===== config.mk =====
export PLATFORM = sky130hd
export DESIGN_NAME = dso_status_out
export DESIGN_NICKNAME = d
export VERILOG_FILES = /design/src/dso_pkg.sv /design/src/dso_status_out.sv
export SDC_FILE = /design/constraint.sdc
export NUM_CORES = 1
export LEC_CHECK = 0
export BUFFER_PORTS_ARGS = -buffer_cell sky130_fd_sc_hd__buf_2
export CELL_PAD_IN_SITES_DETAIL_PLACEMENT = 1
export CELL_PAD_IN_SITES_GLOBAL_PLACEMENT = 1
export CORE_MARGIN = 2
export CORE_UTILIZATION = 47
export CTS_CLUSTER_SIZE = 14
export DETAILED_ROUTE_END_ITERATION = 10
export PLACE_DENSITY = 0.78
export REMOVE_ABC_BUFFERS = 1
export SYNTH_ARGS = -nofsm -noshare
export SYNTH_HDL_FRONTEND = slang
export SYNTH_SLANG_ARGS = --single-unit

===== constraint.sdc =====
create_clock -name CLK_IN -period 8.6 [get_ports CLK_IN]
set_input_delay 1.29 -clock CLK_IN [delete_from_list [all_inputs] [get_ports CLK_IN]]
set_output_delay 1.29 -clock CLK_IN [all_outputs]
set_load 0.02 [all_outputs]

===== src/dso_pkg.sv =====
// shared constants for the drive status output block
package dso_pkg;
    localparam int CLK_HZ = 10000000;
    localparam int EXC_DELAY_MS = 100;
    localparam int REGEN_HOLD_MS = 100;
    localparam int EXC_DELAY_CYC = (CLK_HZ / 1000) * EXC_DELAY_MS;
    localparam int REGEN_HOLD_CYC = (CLK_HZ / 1000) * REGEN_HOLD_MS;
    localparam int NUM_TERM = 7;
    localparam int SEL_W = 9;
    localparam int FLAG_W = 11;
    localparam int INV_OFFSET = 100;
    // function codes (positive logic)
    localparam logic [8:0] CODE_ACTIVE = 9'h000;
    localparam logic [8:0] CODE_READY = 9'h00B;
    localparam logic [8:0] CODE_FWD = 9'h01E;
    localparam logic [8:0] CODE_REV = 9'h01F;
    localparam logic [8:0] CODE_REGEN = 9'h020;
    localparam logic [8:0] CODE_EXC = 9'h021;
    localparam logic [8:0] CODE_AOS = 9'h02C;
    localparam logic [8:0] CODE_AOS_RAW = 9'h02D;
    localparam logic [8:0] CODE_HARD = 9'h05B;
    localparam logic [8:0] CODE_FAULT = 9'h063;
    localparam logic [8:0] CODE_NONE = 9'h1FF;
    localparam logic [8:0] NUM_CODES_POS = 9'h064;
    localparam logic [8:0] NUM_CODES_ALL = 9'h0C8;
    // APB map
    localparam logic [7:0] ADDR_SEL0 = 8'h00;
    localparam logic [7:0] ADDR_CTRL = 8'h1C;
    localparam logic [7:0] ADDR_STATUS = 8'h20;
    localparam logic [7:0] ADDR_TERM = 8'h24;
    localparam logic [31:0] CTRL_RESET = 32'h0000_0000;
    // control method field in CTRL[2:0]
    localparam logic [2:0] METHOD_VECTOR = 3'h1;
    localparam int CTRL_TUNE_BIT = 3;
    localparam int CTRL_POSMODE_BIT = 4;
    localparam logic [8:0] SEL_RESET = 9'h1FF;
    // fault flag goes to the relay terminal (index 6) by default
    localparam int RELAY_TERM = 6;
    typedef enum logic [2:0] {
        EXC_IDLE = 3'b001,
        EXC_WAIT = 3'b010,
        EXC_ON = 3'b100
    } dso_exc_state_t;
endpackage : dso_pkg


===== src/dso_status_out.sv =====
// drive status flag generation, terminal routing and APB register file
//
// Decided for this implementation: the register offsets and the APB interface to the registers.
`timescale 1ns/1ps
// Summary of operation
// - ready flag on whenever the drive can operate, including while running
// - output-active on at or above start frequency; off when stopped, braking, tuning, pre-excited
// - active-or-start on while running or start; forced off on trip or output stop
// - raw active-or-start on while running or start regardless of trip or stop
// - zero-speed pre-excitation sets active-or-start and clears output-active; request-input pre-excitation clears active-or-start
// - excitation-ready on during pre-excitation, even stopped; off at output shutoff
// - request-input excitation-ready after 100 ms, plus tuning time when tuning selected
// - position mode servo-lock by request input turns on active and active-or-start
// - ready off without main power; off in restart coasting on power fail
// - output shutoff clears ready, excitation-ready, active and active-or-start; raw, direction and regen flags are not cleared
// - start with zero frequency command is zero-speed control with listed flags
// - ready routed by code 11, excitation-ready by 33; plus 100 inverts
// - output-active code 0, active-or-start 44, raw 45; inverted 100, 144, 145
// - vector control drives forward or reverse flag from measured direction
// - both direction flags off during pre-excitation in speed or torque mode
// - forward code 30 or 130, reverse code 31 or 131
// - direction flags off outside vector control or when stopped
// - regen flag on in vector control regeneration, held at least 100 ms
// - regen flag off when stopped or pre-excited; code 32 or 132
// - regen flag always off outside vector control
// - fault flag on at any trip; routed to the relay terminal after reset
// - hard-fault flag on for internal circuit faults; code 91 or 191
module dso_status_out #(
    parameter int EXC_DELAY = dso_pkg::EXC_DELAY_CYC,
    parameter int REGEN_HOLD = dso_pkg::REGEN_HOLD_CYC
) (
    input wire logic CLK_IN,
    input wire logic RST_IN,
    input wire logic PSEL_IN,
    input wire logic PENABLE_IN,
    input wire logic PWRITE_IN,
    input wire logic [7:0] PADDR_IN,
    input wire logic [31:0] PWDATA_IN,
    output logic [31:0] PRDATA_OUT,
    output logic PREADY_OUT,
    output logic PSLVERR_OUT,
    input wire logic MAIN_POWER_IN,
    input wire logic POWER_FAIL_IN,
    input wire logic RESTART_COAST_IN,
    input wire logic DRIVE_RUNNING_IN,
    input wire logic START_CMD_IN,
    input wire logic FREQ_AT_START_IN,
    input wire logic FREQ_CMD_ZERO_IN,
    input wire logic DC_BRAKE_IN,
    input wire logic TUNING_IN,
    input wire logic TUNING_DONE_IN,
    input wire logic PRE_EXCITATION_REQUEST_IN,
    input wire logic OUTPUT_STOP_INPUT_IN,
    input wire logic PROTECT_TRIP_IN,
    input wire logic HARD_FAULT_IN,
    input wire logic ROTATION_REVERSE_IN,
    input wire logic REGEN_BRAKING_IN,
    output logic [dso_pkg::NUM_TERM-1:0] TERMINAL_OUT,
    output logic [dso_pkg::FLAG_W-1:0] FLAGS_OUT
);
    import dso_pkg::*;

    // three-stage sampling of pins; change accepted when stages 2 and 3 agree
    localparam int NIN = 16;
    logic [NIN-1:0] s1, s2, s3, pin;
    logic [NIN-1:0] raw_pins;
    assign raw_pins = {MAIN_POWER_IN, POWER_FAIL_IN, RESTART_COAST_IN, DRIVE_RUNNING_IN,
                       START_CMD_IN, FREQ_AT_START_IN, FREQ_CMD_ZERO_IN, DC_BRAKE_IN,
                       TUNING_IN, TUNING_DONE_IN, PRE_EXCITATION_REQUEST_IN,
                       OUTPUT_STOP_INPUT_IN, PROTECT_TRIP_IN, HARD_FAULT_IN,
                       ROTATION_REVERSE_IN, REGEN_BRAKING_IN};
    always_ff @(posedge CLK_IN or posedge RST_IN) begin
        if (RST_IN) begin
            s1 <= '0;
            s2 <= '0;
            s3 <= '0;
            pin <= '0;
        end else begin
            s1 <= raw_pins;
            s2 <= s1;
            s3 <= s2;
            for (int i = 0; i < NIN; i++) begin
                if (s2[i] == s3[i]) begin
                    pin[i] <= s3[i];
                end
            end
        end
    end
    logic main_power, power_fail, coast, running, start_cmd, at_start, cmd_zero;
    logic dc_brake, tuning, tune_done, exc_req, out_stop, trip, hard, reverse, regen_in;
    assign {main_power, power_fail, coast, running, start_cmd, at_start, cmd_zero,
            dc_brake, tuning, tune_done, exc_req, out_stop, trip, hard, reverse,
            regen_in} = pin;

    // registers
    logic [SEL_W-1:0] sel [NUM_TERM];
    logic [31:0] ctrl;
    logic [FLAG_W-1:0] flags;
    logic [NUM_TERM-1:0] next_term;
    logic apb_access;
    logic [2:0] addr_idx;
    logic addr_sel_hit;
    assign apb_access = PSEL_IN && PENABLE_IN;
    assign addr_idx = PADDR_IN[4:2];
    assign addr_sel_hit = (PADDR_IN < ADDR_CTRL) && (PADDR_IN[1:0] == 2'b00);

    function automatic logic addr_ok(input logic [7:0] a);
        addr_ok = (a[1:0] == 2'b00) && (a <= ADDR_TERM);
    endfunction : addr_ok

    always_ff @(posedge CLK_IN or posedge RST_IN) begin
        if (RST_IN) begin
            for (int i = 0; i < NUM_TERM; i++) begin
                sel[i] <= (i == RELAY_TERM) ? CODE_FAULT : SEL_RESET;
            end
            ctrl <= CTRL_RESET;
        end else if (apb_access && PWRITE_IN && addr_ok(PADDR_IN)) begin
            if (addr_sel_hit) begin
                sel[addr_idx] <= PWDATA_IN[SEL_W-1:0];
            end else if (PADDR_IN == ADDR_CTRL) begin
                ctrl <= {27'h0000000, PWDATA_IN[4:0]};
            end
        end
    end

    // read path; single-cycle access with no wait states
    always_ff @(posedge CLK_IN or posedge RST_IN) begin
        if (RST_IN) begin
            PRDATA_OUT <= 32'h0000_0000;
            PREADY_OUT <= 1'b0;
            PSLVERR_OUT <= 1'b0;
        end else begin
            PREADY_OUT <= PSEL_IN && !PENABLE_IN;
            PSLVERR_OUT <= PSEL_IN && !PENABLE_IN && !addr_ok(PADDR_IN);
            if (PSEL_IN && !PENABLE_IN && !PWRITE_IN) begin
                if (addr_sel_hit) begin
                    PRDATA_OUT <= {23'h000000, sel[addr_idx]};
                end else if (PADDR_IN == ADDR_CTRL) begin
                    PRDATA_OUT <= ctrl;
                end else if (PADDR_IN == ADDR_STATUS) begin
                    PRDATA_OUT <= {21'h000000, flags};
                end else if (PADDR_IN == ADDR_TERM) begin
                    PRDATA_OUT <= {25'h0000000, TERMINAL_OUT};
                end else begin
                    PRDATA_OUT <= 32'h0000_0000;
                end
            end
        end
    end

    logic vector_mode, tune_sel, pos_mode;
    assign vector_mode = (ctrl[2:0] == METHOD_VECTOR);
    assign tune_sel = ctrl[CTRL_TUNE_BIT];
    assign pos_mode = ctrl[CTRL_POSMODE_BIT];

    // shutoff covers protective trips and the output-stop input
    logic shutoff;
    assign shutoff = trip || out_stop;
    logic zero_speed;
    assign zero_speed = start_cmd && cmd_zero;

    // excitation-ready timing for request-input pre-excitation
    dso_exc_state_t exc_state;
    logic [$clog2(EXC_DELAY+1)-1:0] exc_cnt;
    logic exc_delay_done;
    always_ff @(posedge CLK_IN or posedge RST_IN) begin
        if (RST_IN) begin
            exc_state <= EXC_IDLE;
            exc_cnt <= '0;
        end else begin
            case (exc_state)
                EXC_IDLE: begin
                    exc_cnt <= '0;
                    if (exc_req && !shutoff) begin
                        exc_state <= EXC_WAIT;
                    end
                end
                EXC_WAIT: begin
                    if (!exc_req || shutoff) begin
                        exc_state <= EXC_IDLE;
                    end else if (exc_cnt < ($clog2(EXC_DELAY+1))'(EXC_DELAY - 1)) begin
                        exc_cnt <= exc_cnt + 1'b1;
                    end else if (!tune_sel || tune_done) begin
                        exc_state <= EXC_ON;
                    end
                end
                EXC_ON: begin
                    if (!exc_req || shutoff) begin
                        exc_state <= EXC_IDLE;
                    end
                end
                default: exc_state <= EXC_IDLE;
            endcase
        end
    end
    assign exc_delay_done = (exc_state == EXC_ON);

    // regeneration hold timer
    logic [$clog2(REGEN_HOLD+1)-1:0] regen_cnt;
    logic regen_allowed;
    assign regen_allowed = vector_mode && running && !exc_req && !zero_speed;
    always_ff @(posedge CLK_IN or posedge RST_IN) begin
        if (RST_IN) begin
            regen_cnt <= '0;
        end else if (!regen_allowed) begin
            regen_cnt <= '0;
        end else if (regen_in) begin
            regen_cnt <= ($clog2(REGEN_HOLD+1))'(REGEN_HOLD);
        end else if (regen_cnt != '0) begin
            regen_cnt <= regen_cnt - 1'b1;
        end
    end

    // flag bit order: ready, exc, active, aos, aos_raw, fwd, rev, regen, fault, hard, zero
    logic f_ready, f_exc, f_active, f_aos, f_raw, f_fwd, f_rev, f_regen;
    always_comb begin
        f_ready = main_power && !shutoff && !(coast && power_fail);
        f_exc = !shutoff && (exc_delay_done || zero_speed
                || (running && vector_mode));
        f_active = !shutoff && running && at_start && !dc_brake && !tuning
                   && !zero_speed && !exc_req;
        if (pos_mode && exc_req && !shutoff) begin
            f_active = 1'b1;
        end
        f_aos = !shutoff && (running || start_cmd) && !(exc_req && !pos_mode);
        if (pos_mode && exc_req && !shutoff) begin
            f_aos = 1'b1;
        end
        f_raw = running || start_cmd;
        f_fwd = vector_mode && running && !exc_req && !zero_speed && !reverse;
        f_rev = vector_mode && running && !exc_req && !zero_speed && reverse;
        f_regen = regen_allowed && (regen_in || regen_cnt != '0);
    end
    logic [FLAG_W-1:0] next_flags;
    assign next_flags = {zero_speed, hard, trip, f_regen, f_rev, f_fwd, f_raw, f_aos,
                         f_active, f_exc, f_ready};

    // map a function code to a flag value, with optional inversion
    function automatic logic route(input logic [SEL_W-1:0] code,
                                   input logic [FLAG_W-1:0] f);
        logic [SEL_W-1:0] base;
        logic inv;
        logic v;
        inv = (code >= NUM_CODES_POS) && (code < NUM_CODES_ALL);
        base = inv ? code - SEL_W'(INV_OFFSET) : code;
        case (base)
            CODE_READY: v = f[0];
            CODE_EXC: v = f[1];
            CODE_ACTIVE: v = f[2];
            CODE_AOS: v = f[3];
            CODE_AOS_RAW: v = f[4];
            CODE_FWD: v = f[5];
            CODE_REV: v = f[6];
            CODE_REGEN: v = f[7];
            CODE_FAULT: v = f[8];
            CODE_HARD: v = f[9];
            default: v = 1'b0;
        endcase
        // codes 200 and above stay non-conducting regardless of polarity
        if (code >= NUM_CODES_ALL) begin
            route = 1'b0;
        end else begin
            route = v ^ inv;
        end
    endfunction : route

    always_comb begin
        for (int i = 0; i < NUM_TERM; i++) begin
            next_term[i] = route(sel[i], next_flags);
        end
    end

    always_ff @(posedge CLK_IN or posedge RST_IN) begin
        if (RST_IN) begin
            flags <= '0;
            TERMINAL_OUT <= '0;
            FLAGS_OUT <= '0;
        end else begin
            flags <= next_flags;
            FLAGS_OUT <= next_flags;
            TERMINAL_OUT <= next_term;
        end
    end
endmodule : dso_status_out


==> results of run 1 <==
## layer usage
layer	vias to the layer above	wire, um	GRT usage, %
met2	339	17900	44.6
met3	78	2290	4.23
met5	-	0	0
met4	0	1380	9.86
met1	5423	16400	36.7
li1	4862	-	-
## worst register-to-register path, stage by stage, from the launching register on
cell,delay (ps)
dfrtp_1,410
inv_1,90
ha_1,200
or4b_1,560
or4_1,650
o21ai_4,610
inv_2,280
a211oi_2,240
a2111oi_0,120
or4_1,500
mux2_2,270
nand2_1,70
## layout by cell type (no fill, tap or decap), types with 14 or more instances in the layout
cell,Yosys,routed
nand2b_1,17,17
mux2_2,69,69
maj3_1,16,16
or3_1,16,16
mux2i_1,14,14
nand4_1,18,18
o211ai_1,26,26
nor3_1,40,40
o21ai_0,55,55
dfstp_2,59,59
nor2_1,110,110
clkbuf_16,0,23
inv_1,50,49
ha_1,23,23
a21oi_1,53,53
dfrtp_1,147,147
nor4_1,23,23
a31oi_1,20,20
o31ai_1,15,15
buf_2,5,68
xnor2_1,28,28
and3_1,14,14
conb_1,1,21
nand2_1,98,98
nand3_1,45,45
## worst paths after layout
kind | start | to | slack [ps] | cells past startpoint
worst min-delay path | s1[8]$_DFF_PP0_ | s2[8]$_DFF_PP0_ | 350 | 0
max in group asynchronous | RST_IN | s3[12]$_DFF_PP0_ | 6050 | 3
worst min register to register | s1[8]$_DFF_PP0_ | s2[8]$_DFF_PP0_ | 350 | 0
worst max-delay path | regen_cnt[0]$_DFFE_PP0P_ | TERMINAL_OUT[1]$_DFF_PP0_ | 4530 | 11
min in group asynchronous | RST_IN | regen_cnt[12]$_DFFE_PP0P_ | 880 | 2
worst max register to register | regen_cnt[0]$_DFFE_PP0P_ | TERMINAL_OUT[1]$_DFF_PP0_ | 4530 | 11
## state kept, by name, indices dropped and copies added, names as in the netlist, 11 cells and up
signal	flops
sel	63
exc_cnt	20
regen_cnt	20
pin	16
s1	16
s2	16
s3	16
PRDATA_OUT	11
flags	11
## through the flow
stage / utilization (%) / hold WS, ps / setup slack [ps] / instance area, um^2 / power, mW
after floorplan: - / 331 / 1780 / 12000 / 1.18
after global placement: 49.3 / 332 / 4720 / 12900 / 1.26
after detailed placement: 49.3 / 336 / 4610 / 12900 / 1.27
after CTS: 52.1 / 348 / 4520 / 13600 / 2.22
after global routing: 52.1 / 352 / 4370 / 13600 / 2.28
final: 52.1 / 348 / 4530 / 13600 / 2.20
## cells by family (layout without fill, tap and decap cells)
group | Yosys count | after routing | synth area share (%)
other cells | 1 | 22 | 0.0301
simple gates | 472 | 472 | 19.7
flops | 206 | 206 | 42.0
mux | 94 | 94 | 9.18
compound gates | 314 | 314 | 17.5
xor+xnor | 35 | 35 | 2.46
buf+inv | 159 | 168 | 5.48
fa+ha+maj | 39 | 39 | 3.60
## cell type report
type / count / area share, %
diodes: 1 / 0.0184
clock buffers: 31 / 4.68
clock inverters: 10 / 0.581
inverters: 53 / 1.52
multi-input cells: 975 / 48.7
flip-flops and latches: 206 / 38.5
well taps: 335 / 3.09
repair buffers: 74 / 2.84
## power groups by stage
stage / clock, mW / sequential, mW / combinational (mW)
2_1_floorplan: 0 / 1.07 / 0.110
3_3_place_gp: 0 / 1.07 / 0.195
3_5_place_dp: 0 / 1.07 / 0.201
4_1_cts: 0.963 / 1.05 / 0.203
5_1_grt: 0.997 / 1.06 / 0.222
6_report: 0.944 / 1.05 / 0.203
==> metrics.md, run 1 <==
| Metric | Value |
|---|---|
| Outcome | `finished clean` |
| Number of global-route vias before repair | `about 11k` |
| Library cell with the largest summed area after synthesis | `dfrtp_1` |
| Vias per cell | `between 6 and 7` |
| Number of antenna violations at the first check in global routing | `1` |
| Gp weighted congestion | `about 0.88` |
| Maxcap violations | `0` |
| Layout cells sized above 1 | `20.0%` |
| Maximum single-stage delay on the critical path | `roughly 650 ps` |
| Mean instance size in the synthesized netlist | `roughly 9.4 um^2` |
| Unrepaired setup endpoints after global routing | `no` |
| Number of violations reported at the end of detailed-routing iteration 0 | `around 750` |
| Gates resized, CTS repair | `0` |
| Clock slew seen by the registers of the worst setup and hold paths | `around 60 ps` |
| Final Routed Wirelength | `~38 mm` |
| Number of H-tree levels | `1` |
| DIE AREA | `~28000 um^2` |
| Die extent in y | `~170 um` |
| Synth Cell Area | `roughly 12000 um^2` |
| Largest cells by area after synthesis | `dfrtp_1 30%, dfstp_2 12%, mux2_2 6.2%, nor2_1 3.3%, nand2_1 3.0%` |
| Number of placement rows | `59` |
| Hold Buf Count CTS | `0` |
| Drt wl/cell | `22.6 um` |
| Remaining antenna violation count | `0` |
| Count of pins over their slew limit | `0` |
| Leakage | `about 5.7 nW` |
| Tcrit/Tclk final | `between 40% and 50%` |
| First-pass GRT wire length | `a little over 60 mm` |
| Post-Layout Cell Count | `1685` |
| Relative contribution of combinational cells to total power | `9.2%` |
| Post-Route Skew | `around 8.9 ps` |
| Buffers & Inverters on Critical Path | `2` |
| DRC violations left | `0` |
| Buffers on Ports | `68` |
| Async set or reset register ratio after synthesis | `100%` |
| Family of cells with the greatest summed delay on the critical path | `simple AND/OR/NAND/NOR gates` |
| Clock tree from TritonCTS | `yes` |
| Area taken by multi-input logic gates | `around 6600 um^2` |
| Cell count after synthesis | `between 1k and 1.5k` |
| EDFF count, synth | `0` |
| Worst relative slew slack | `approximately 28%` |
| Floorplan Core Area | `~26000 um^2` |
| Drt pass-1 iters | `5` |
| Die width | `167 um` |
| Pwr per Cell Area | `around 160 nW/um^2` |
| Share of the synthesized area in the top cell type | `just under 30%` |
| Vias post-DR | `between 10k and 15k` |
| Most instantiated library cell after synthesis | `dfrtp_1` |
| Tot GR Track Use | `27.2%` |
| Warnings, synthesis | `0` |
| Part of the total power dissipated in the clock network | `42.9%` |
| Maximum number of pins on one net before global-route repair | `~140` |
| Switching power | `just under 0.6 mW` |
| Growth of design area from synthesis to finish | `9.06%` |
| Setup violation total in the final timing report | `0` |
| Critical path class | `reg2reg` |
| Source-to-sink clock delay at the later pin of the worst-skew pair | `510 ps` |
| Tightest Hold Check Type | `reg2reg` |
| Count of clock tree sinks | `206` |
| Final critical-path required period | `~4000 ps` |
| Area of all sequential standard cells | `about 5200 um^2` |
| CP Launch Type | `register` |
| Main synth FF type | `dfrtp_1` |
| #FFs+latches synth | `slightly above 200` |
| Post-CTS setup-driven buffer insertion count | `0` |
| Root Driver | `clkbuf_16` |
| Critical-path cell list | `inv_1, ha_1, or4b_1, or4_1, o21ai_4, inv_2, a211oi_2, a2111oi_0, or4_1, mux2_2, nand2_1` |
| Crit path arrival time | `roughly 4500 ps` |
| Pin slew with the least headroom to its limit | `approximately 1100 ps` |
| Portion of the post-synthesis area used by sequential elements | `between 40% and 50%` |
| Total half-perimeter wirelength after legalization and detailed placement | `~26 mm` |
| Internal power of the cells | `roughly 1.6 mW` |
| Fill cell count | `between 2k and 3k` |
| Number of unique standard cell types used by synthesis | `83` |
| CP Data Required Time | `roughly 9000 ps` |
| Max Fanout on Critical Path | `12` |
| I/O pin count | `113` |
| Worst IR drop on VDD | `0.000189 V` |
| Number of placed cells counting well taps | `between 1.5k and 2k` |
| Sequential share of power | `a little under half` |
| Accumulated negative setup slack | `0 ps` |
| Endpoint class of the critical path | `register` |
| Initial Utilization | `between 40% and 50%` |
| Final hold vios | `0` |
| Longest Clk Path Bufs | `3` |
| Total overflow reported by the global router | `0` |
| Final Net Count | `around 1.4k` |
| Maximum operating frequency | `0.245 GHz` |
| Synth cell count leaders | `147 x dfrtp_1, 110 x nor2_1, 98 x nand2_1` |
| Number of buffers created by CTS | `23` |
| Net Sw Frac | `approximately a quarter` |
| Cell mode on critical path | `or4_1` |
| Critical path's slowest cell | `or4_1` |
Note: power is estimated with default switching activity, not from simulation.
==> run 2, diff against run 1 <==
==> constraint.sdc (replaced) <==
create_clock -name CLK_IN -period 4.3 [get_ports CLK_IN]
set_input_delay 0.645 -clock CLK_IN [delete_from_list [all_inputs] [get_ports CLK_IN]]
set_output_delay 0.645 -clock CLK_IN [all_outputs]
set_load 0.02 [all_outputs]
==> run 2 against run 1 <==
Via count fell by 0.40%. Setup slack got worse by 3700 ps. Largest power group is now clock. Sequential power rose by 100%. Flip-flop and latch count did not move. Global-route usage fell by 0.17 points. Largest cell class unchanged. Total power rose by 120%. Non-clock buffer count rose by 6. Core utilization rose by 0.74 points.
==> metrics.md, run 2 (synthesized netlist as in run 1, its figures left out) <==
| Metric | Value |
|---|---|
| Number of placed cells counting well taps | `around 1.6k` |
| Maximum operating frequency | `just under 0.3 GHz` |
| Drt pass-1 iters | `5` |
| DRC violations left | `0` |
| Global routing met3 resource utilization | `roughly 4.8%` |
| Number of global-route vias before repair | `~11k` |
| Initial Utilization | `between 40 and 50%` |
| Hold Buf Count CTS | `0` |
| Floorplan Core Area | `around 26000 um^2` |
| Met1 track demand over resource in global routing | `37.5%` |
| Critical path class | `reg2reg` |
| Unrepaired setup endpoints after global routing | `no` |
| Max reg flops | `63` |
| Post-Layout Cell Count | `between 1.5k and 2k` |
| Pwr per Cell Area | `roughly 340 nW/um^2` |
| Number of buffers created by CTS | `24` |
| Final Net Count | `around 1.4k` |
| Source of the worst hold timing path | `HARD_FAULT_IN` |
| Tcrit/Tclk final | `80.3%` |
| Register ranked first by flip-flop count | `sel` |
| Gates resized, CTS repair | `0` |
| Die extent in y | `roughly 170 um` |
| Setup violation total in the final timing report | `0` |
| Ant. Diodes | `0` |
| Number of placement rows | `about 60` |
| Number of violations reported at the end of detailed-routing iteration 0 | `between 900 and 1k` |
| Source-to-sink clock delay at the later pin of the worst-skew pair | `approximately 520 ps` |
| Drt wl/cell | `around 23 um` |
| Number of antenna violations at the first check in global routing | `1` |
| Max Fanout on Critical Path | `8` |
| Crit path from | `regen_cnt[0]$_DFFE_PP0P_` |
| Post-CTS setup-driven buffer insertion count | `0` |
| Critical path's slowest cell | `or4_1` |
| Layout cells sized above 1 | `between 20% and 30%` |
| Endpoint class of the critical path | `register` |
| CP Data Required Time | `around 4800 ps` |
| Maxcap violations | `0` |
| Buffers on Ports | `68` |
| Maximum single-stage delay on the critical path | `640 ps` |
| Tot GR Track Use | `between 20% and 30%` |
| Grt met2 use | `between 40% and 50%` |
| Biggest registers after layout | `sel: 63 flops, exc_cnt: 20 flops, regen_cnt: 20 flops` |
| Remaining antenna violation count | `0` |
| Tightest Hold Check Type | `in2reg` |
| I/O pin count | `around 110` |
| Worst hold margin | `between 200 and 250 ps` |
| Final hold vios | `0` |
| First-pass GRT wire length | `60.4 mm` |
| Cell mode on critical path | `or4_1` |
| Clock tree from TritonCTS | `yes` |
| Longest Clk Path Bufs | `3` |
| Buffers & Inverters on Critical Path | `2` |
| Commonest cells after routing, fill and taps aside | `147 x dfrtp_1, 110 x nor2_1, 98 x nand2_1` |
| Count of clock tree sinks | `~210` |
| Outcome | `finished clean` |
| Die width | `roughly 170 um` |
| Family of cells with the greatest summed delay on the critical path | `simple AND/OR/NAND/NOR gates` |
| Maximum number of pins on one net before global-route repair | `between 100 and 150` |
| Total overflow reported by the global router | `0` |
| Pin slew with the least headroom to its limit | `952 ps` |
| Vias per cell | `~6.3` |
| Vias post-DR | `around 11k` |
| Critical-path cell list | `inv_1, ha_1, or4b_1, or4_1, o21ai_4, inv_2, a211oi_2, a2111oi_0, or4_1, mux2_2, nand2_1` |
| Fill cell count | `just under 3k` |
| Launch point of the worst reg-to-reg path | `regen_cnt[0]$_DFFE_PP0P_` |
| Worst IR drop on VDD | `0.000394 V` |
| DIE AREA | `between 20000 and 30000 um^2` |
| Crit path arrival time | `about 3900 ps` |
| Final critical-path required period | `~3500 ps` |
| Power, Total | `~4.7 mW` |
| CP Launch Type | `register` |
| Final Routed Wirelength | `approximately 38 mm` |
| Final design utilization | `about 53%` |
| Worst relative slew slack | `between 30% and 40%` |
| Gp weighted congestion | `between 0.8 and 0.9` |
| Total half-perimeter wirelength after legalization and detailed placement | `26.6 mm` |
| Accumulated negative setup slack | `0 ps` |
| Growth of design area from synthesis to finish | `10.6%` |
| Number of H-tree levels | `1` |
| Most common cell after layout, fill and taps aside | `dfrtp_1` |
| Count of pins over their slew limit | `0` |
| Post-Route Skew | `around 9.6 ps` |
| Gr busiest metal | `met2` |
| Root Driver | `clkbuf_16` |
| Clock slew seen by the registers of the worst setup and hold paths | `60 ps` |
| Leakage | `about 5.7 nW` |
## run 2: layer usage
metal  vias up  part of all wire (%)
li1       4879                     -
met1      5347                    43
met2       354                    47
met3        79                   6.5
met4         0                   3.1
met5         -                     0
## run 2: area by class of cell
cell class	instances	area, um^2	share of cell area (%)
Inverter	53	206	1.50
Clock inverter	17	231	1.68
Sequential cell	206	5230	38.0
Multi-Input combinational cell	975	6620	48.1
Tap cell	335	419	3.04
Timing Repair Buffer	80	430	3.13
Clock buffer	27	633	4.60
## run 2: stage by stage
step,worst slack (ps),area [um^2]
after floorplan,-1870,12000
after detailed placement,870,12900
after CTS,849,13800
after global routing,602,13800
after global placement,955,12900
final,847,13800
## run 2: path summary, 6_finish.rpt
kind,cells after the start,slack [ps],endpoint
setup / recovery,11,850,TERMINAL_OUT[1]$_DFF_PP0_
min in group asynchronous,2,310,regen_cnt[8]$_DFFE_PP0P_
setup reg to reg,11,850,TERMINAL_OUT[1]$_DFF_PP0_
hold / removal,1,230,s1[2]$_DFF_PP0_
hold reg to reg,0,350,s2[0]$_DFF_PP0_
max in group asynchronous,3,3040,sel[27]$_DFFE_PP1P_
## run 2: where the power goes
part	internal [mW]	leakage, nW	switching, mW
registers	2.02	2.48	0.0879
clock network	1.37	0.411	0.857
logic	0.130	2.85	0.280
total	3.52	5.75	1.22
## run 2: worst register-to-register path, cell delays in order, from the launching register on
cell and delay (ps):
dfrtp_1 420, inv_1 90, ha_1 200, or4b_1 550
or4_1 640, o21ai_4 230, inv_2 120, a211oi_2 200
a2111oi_0 120, or4_1 490, mux2_2 270, nand2_1 60
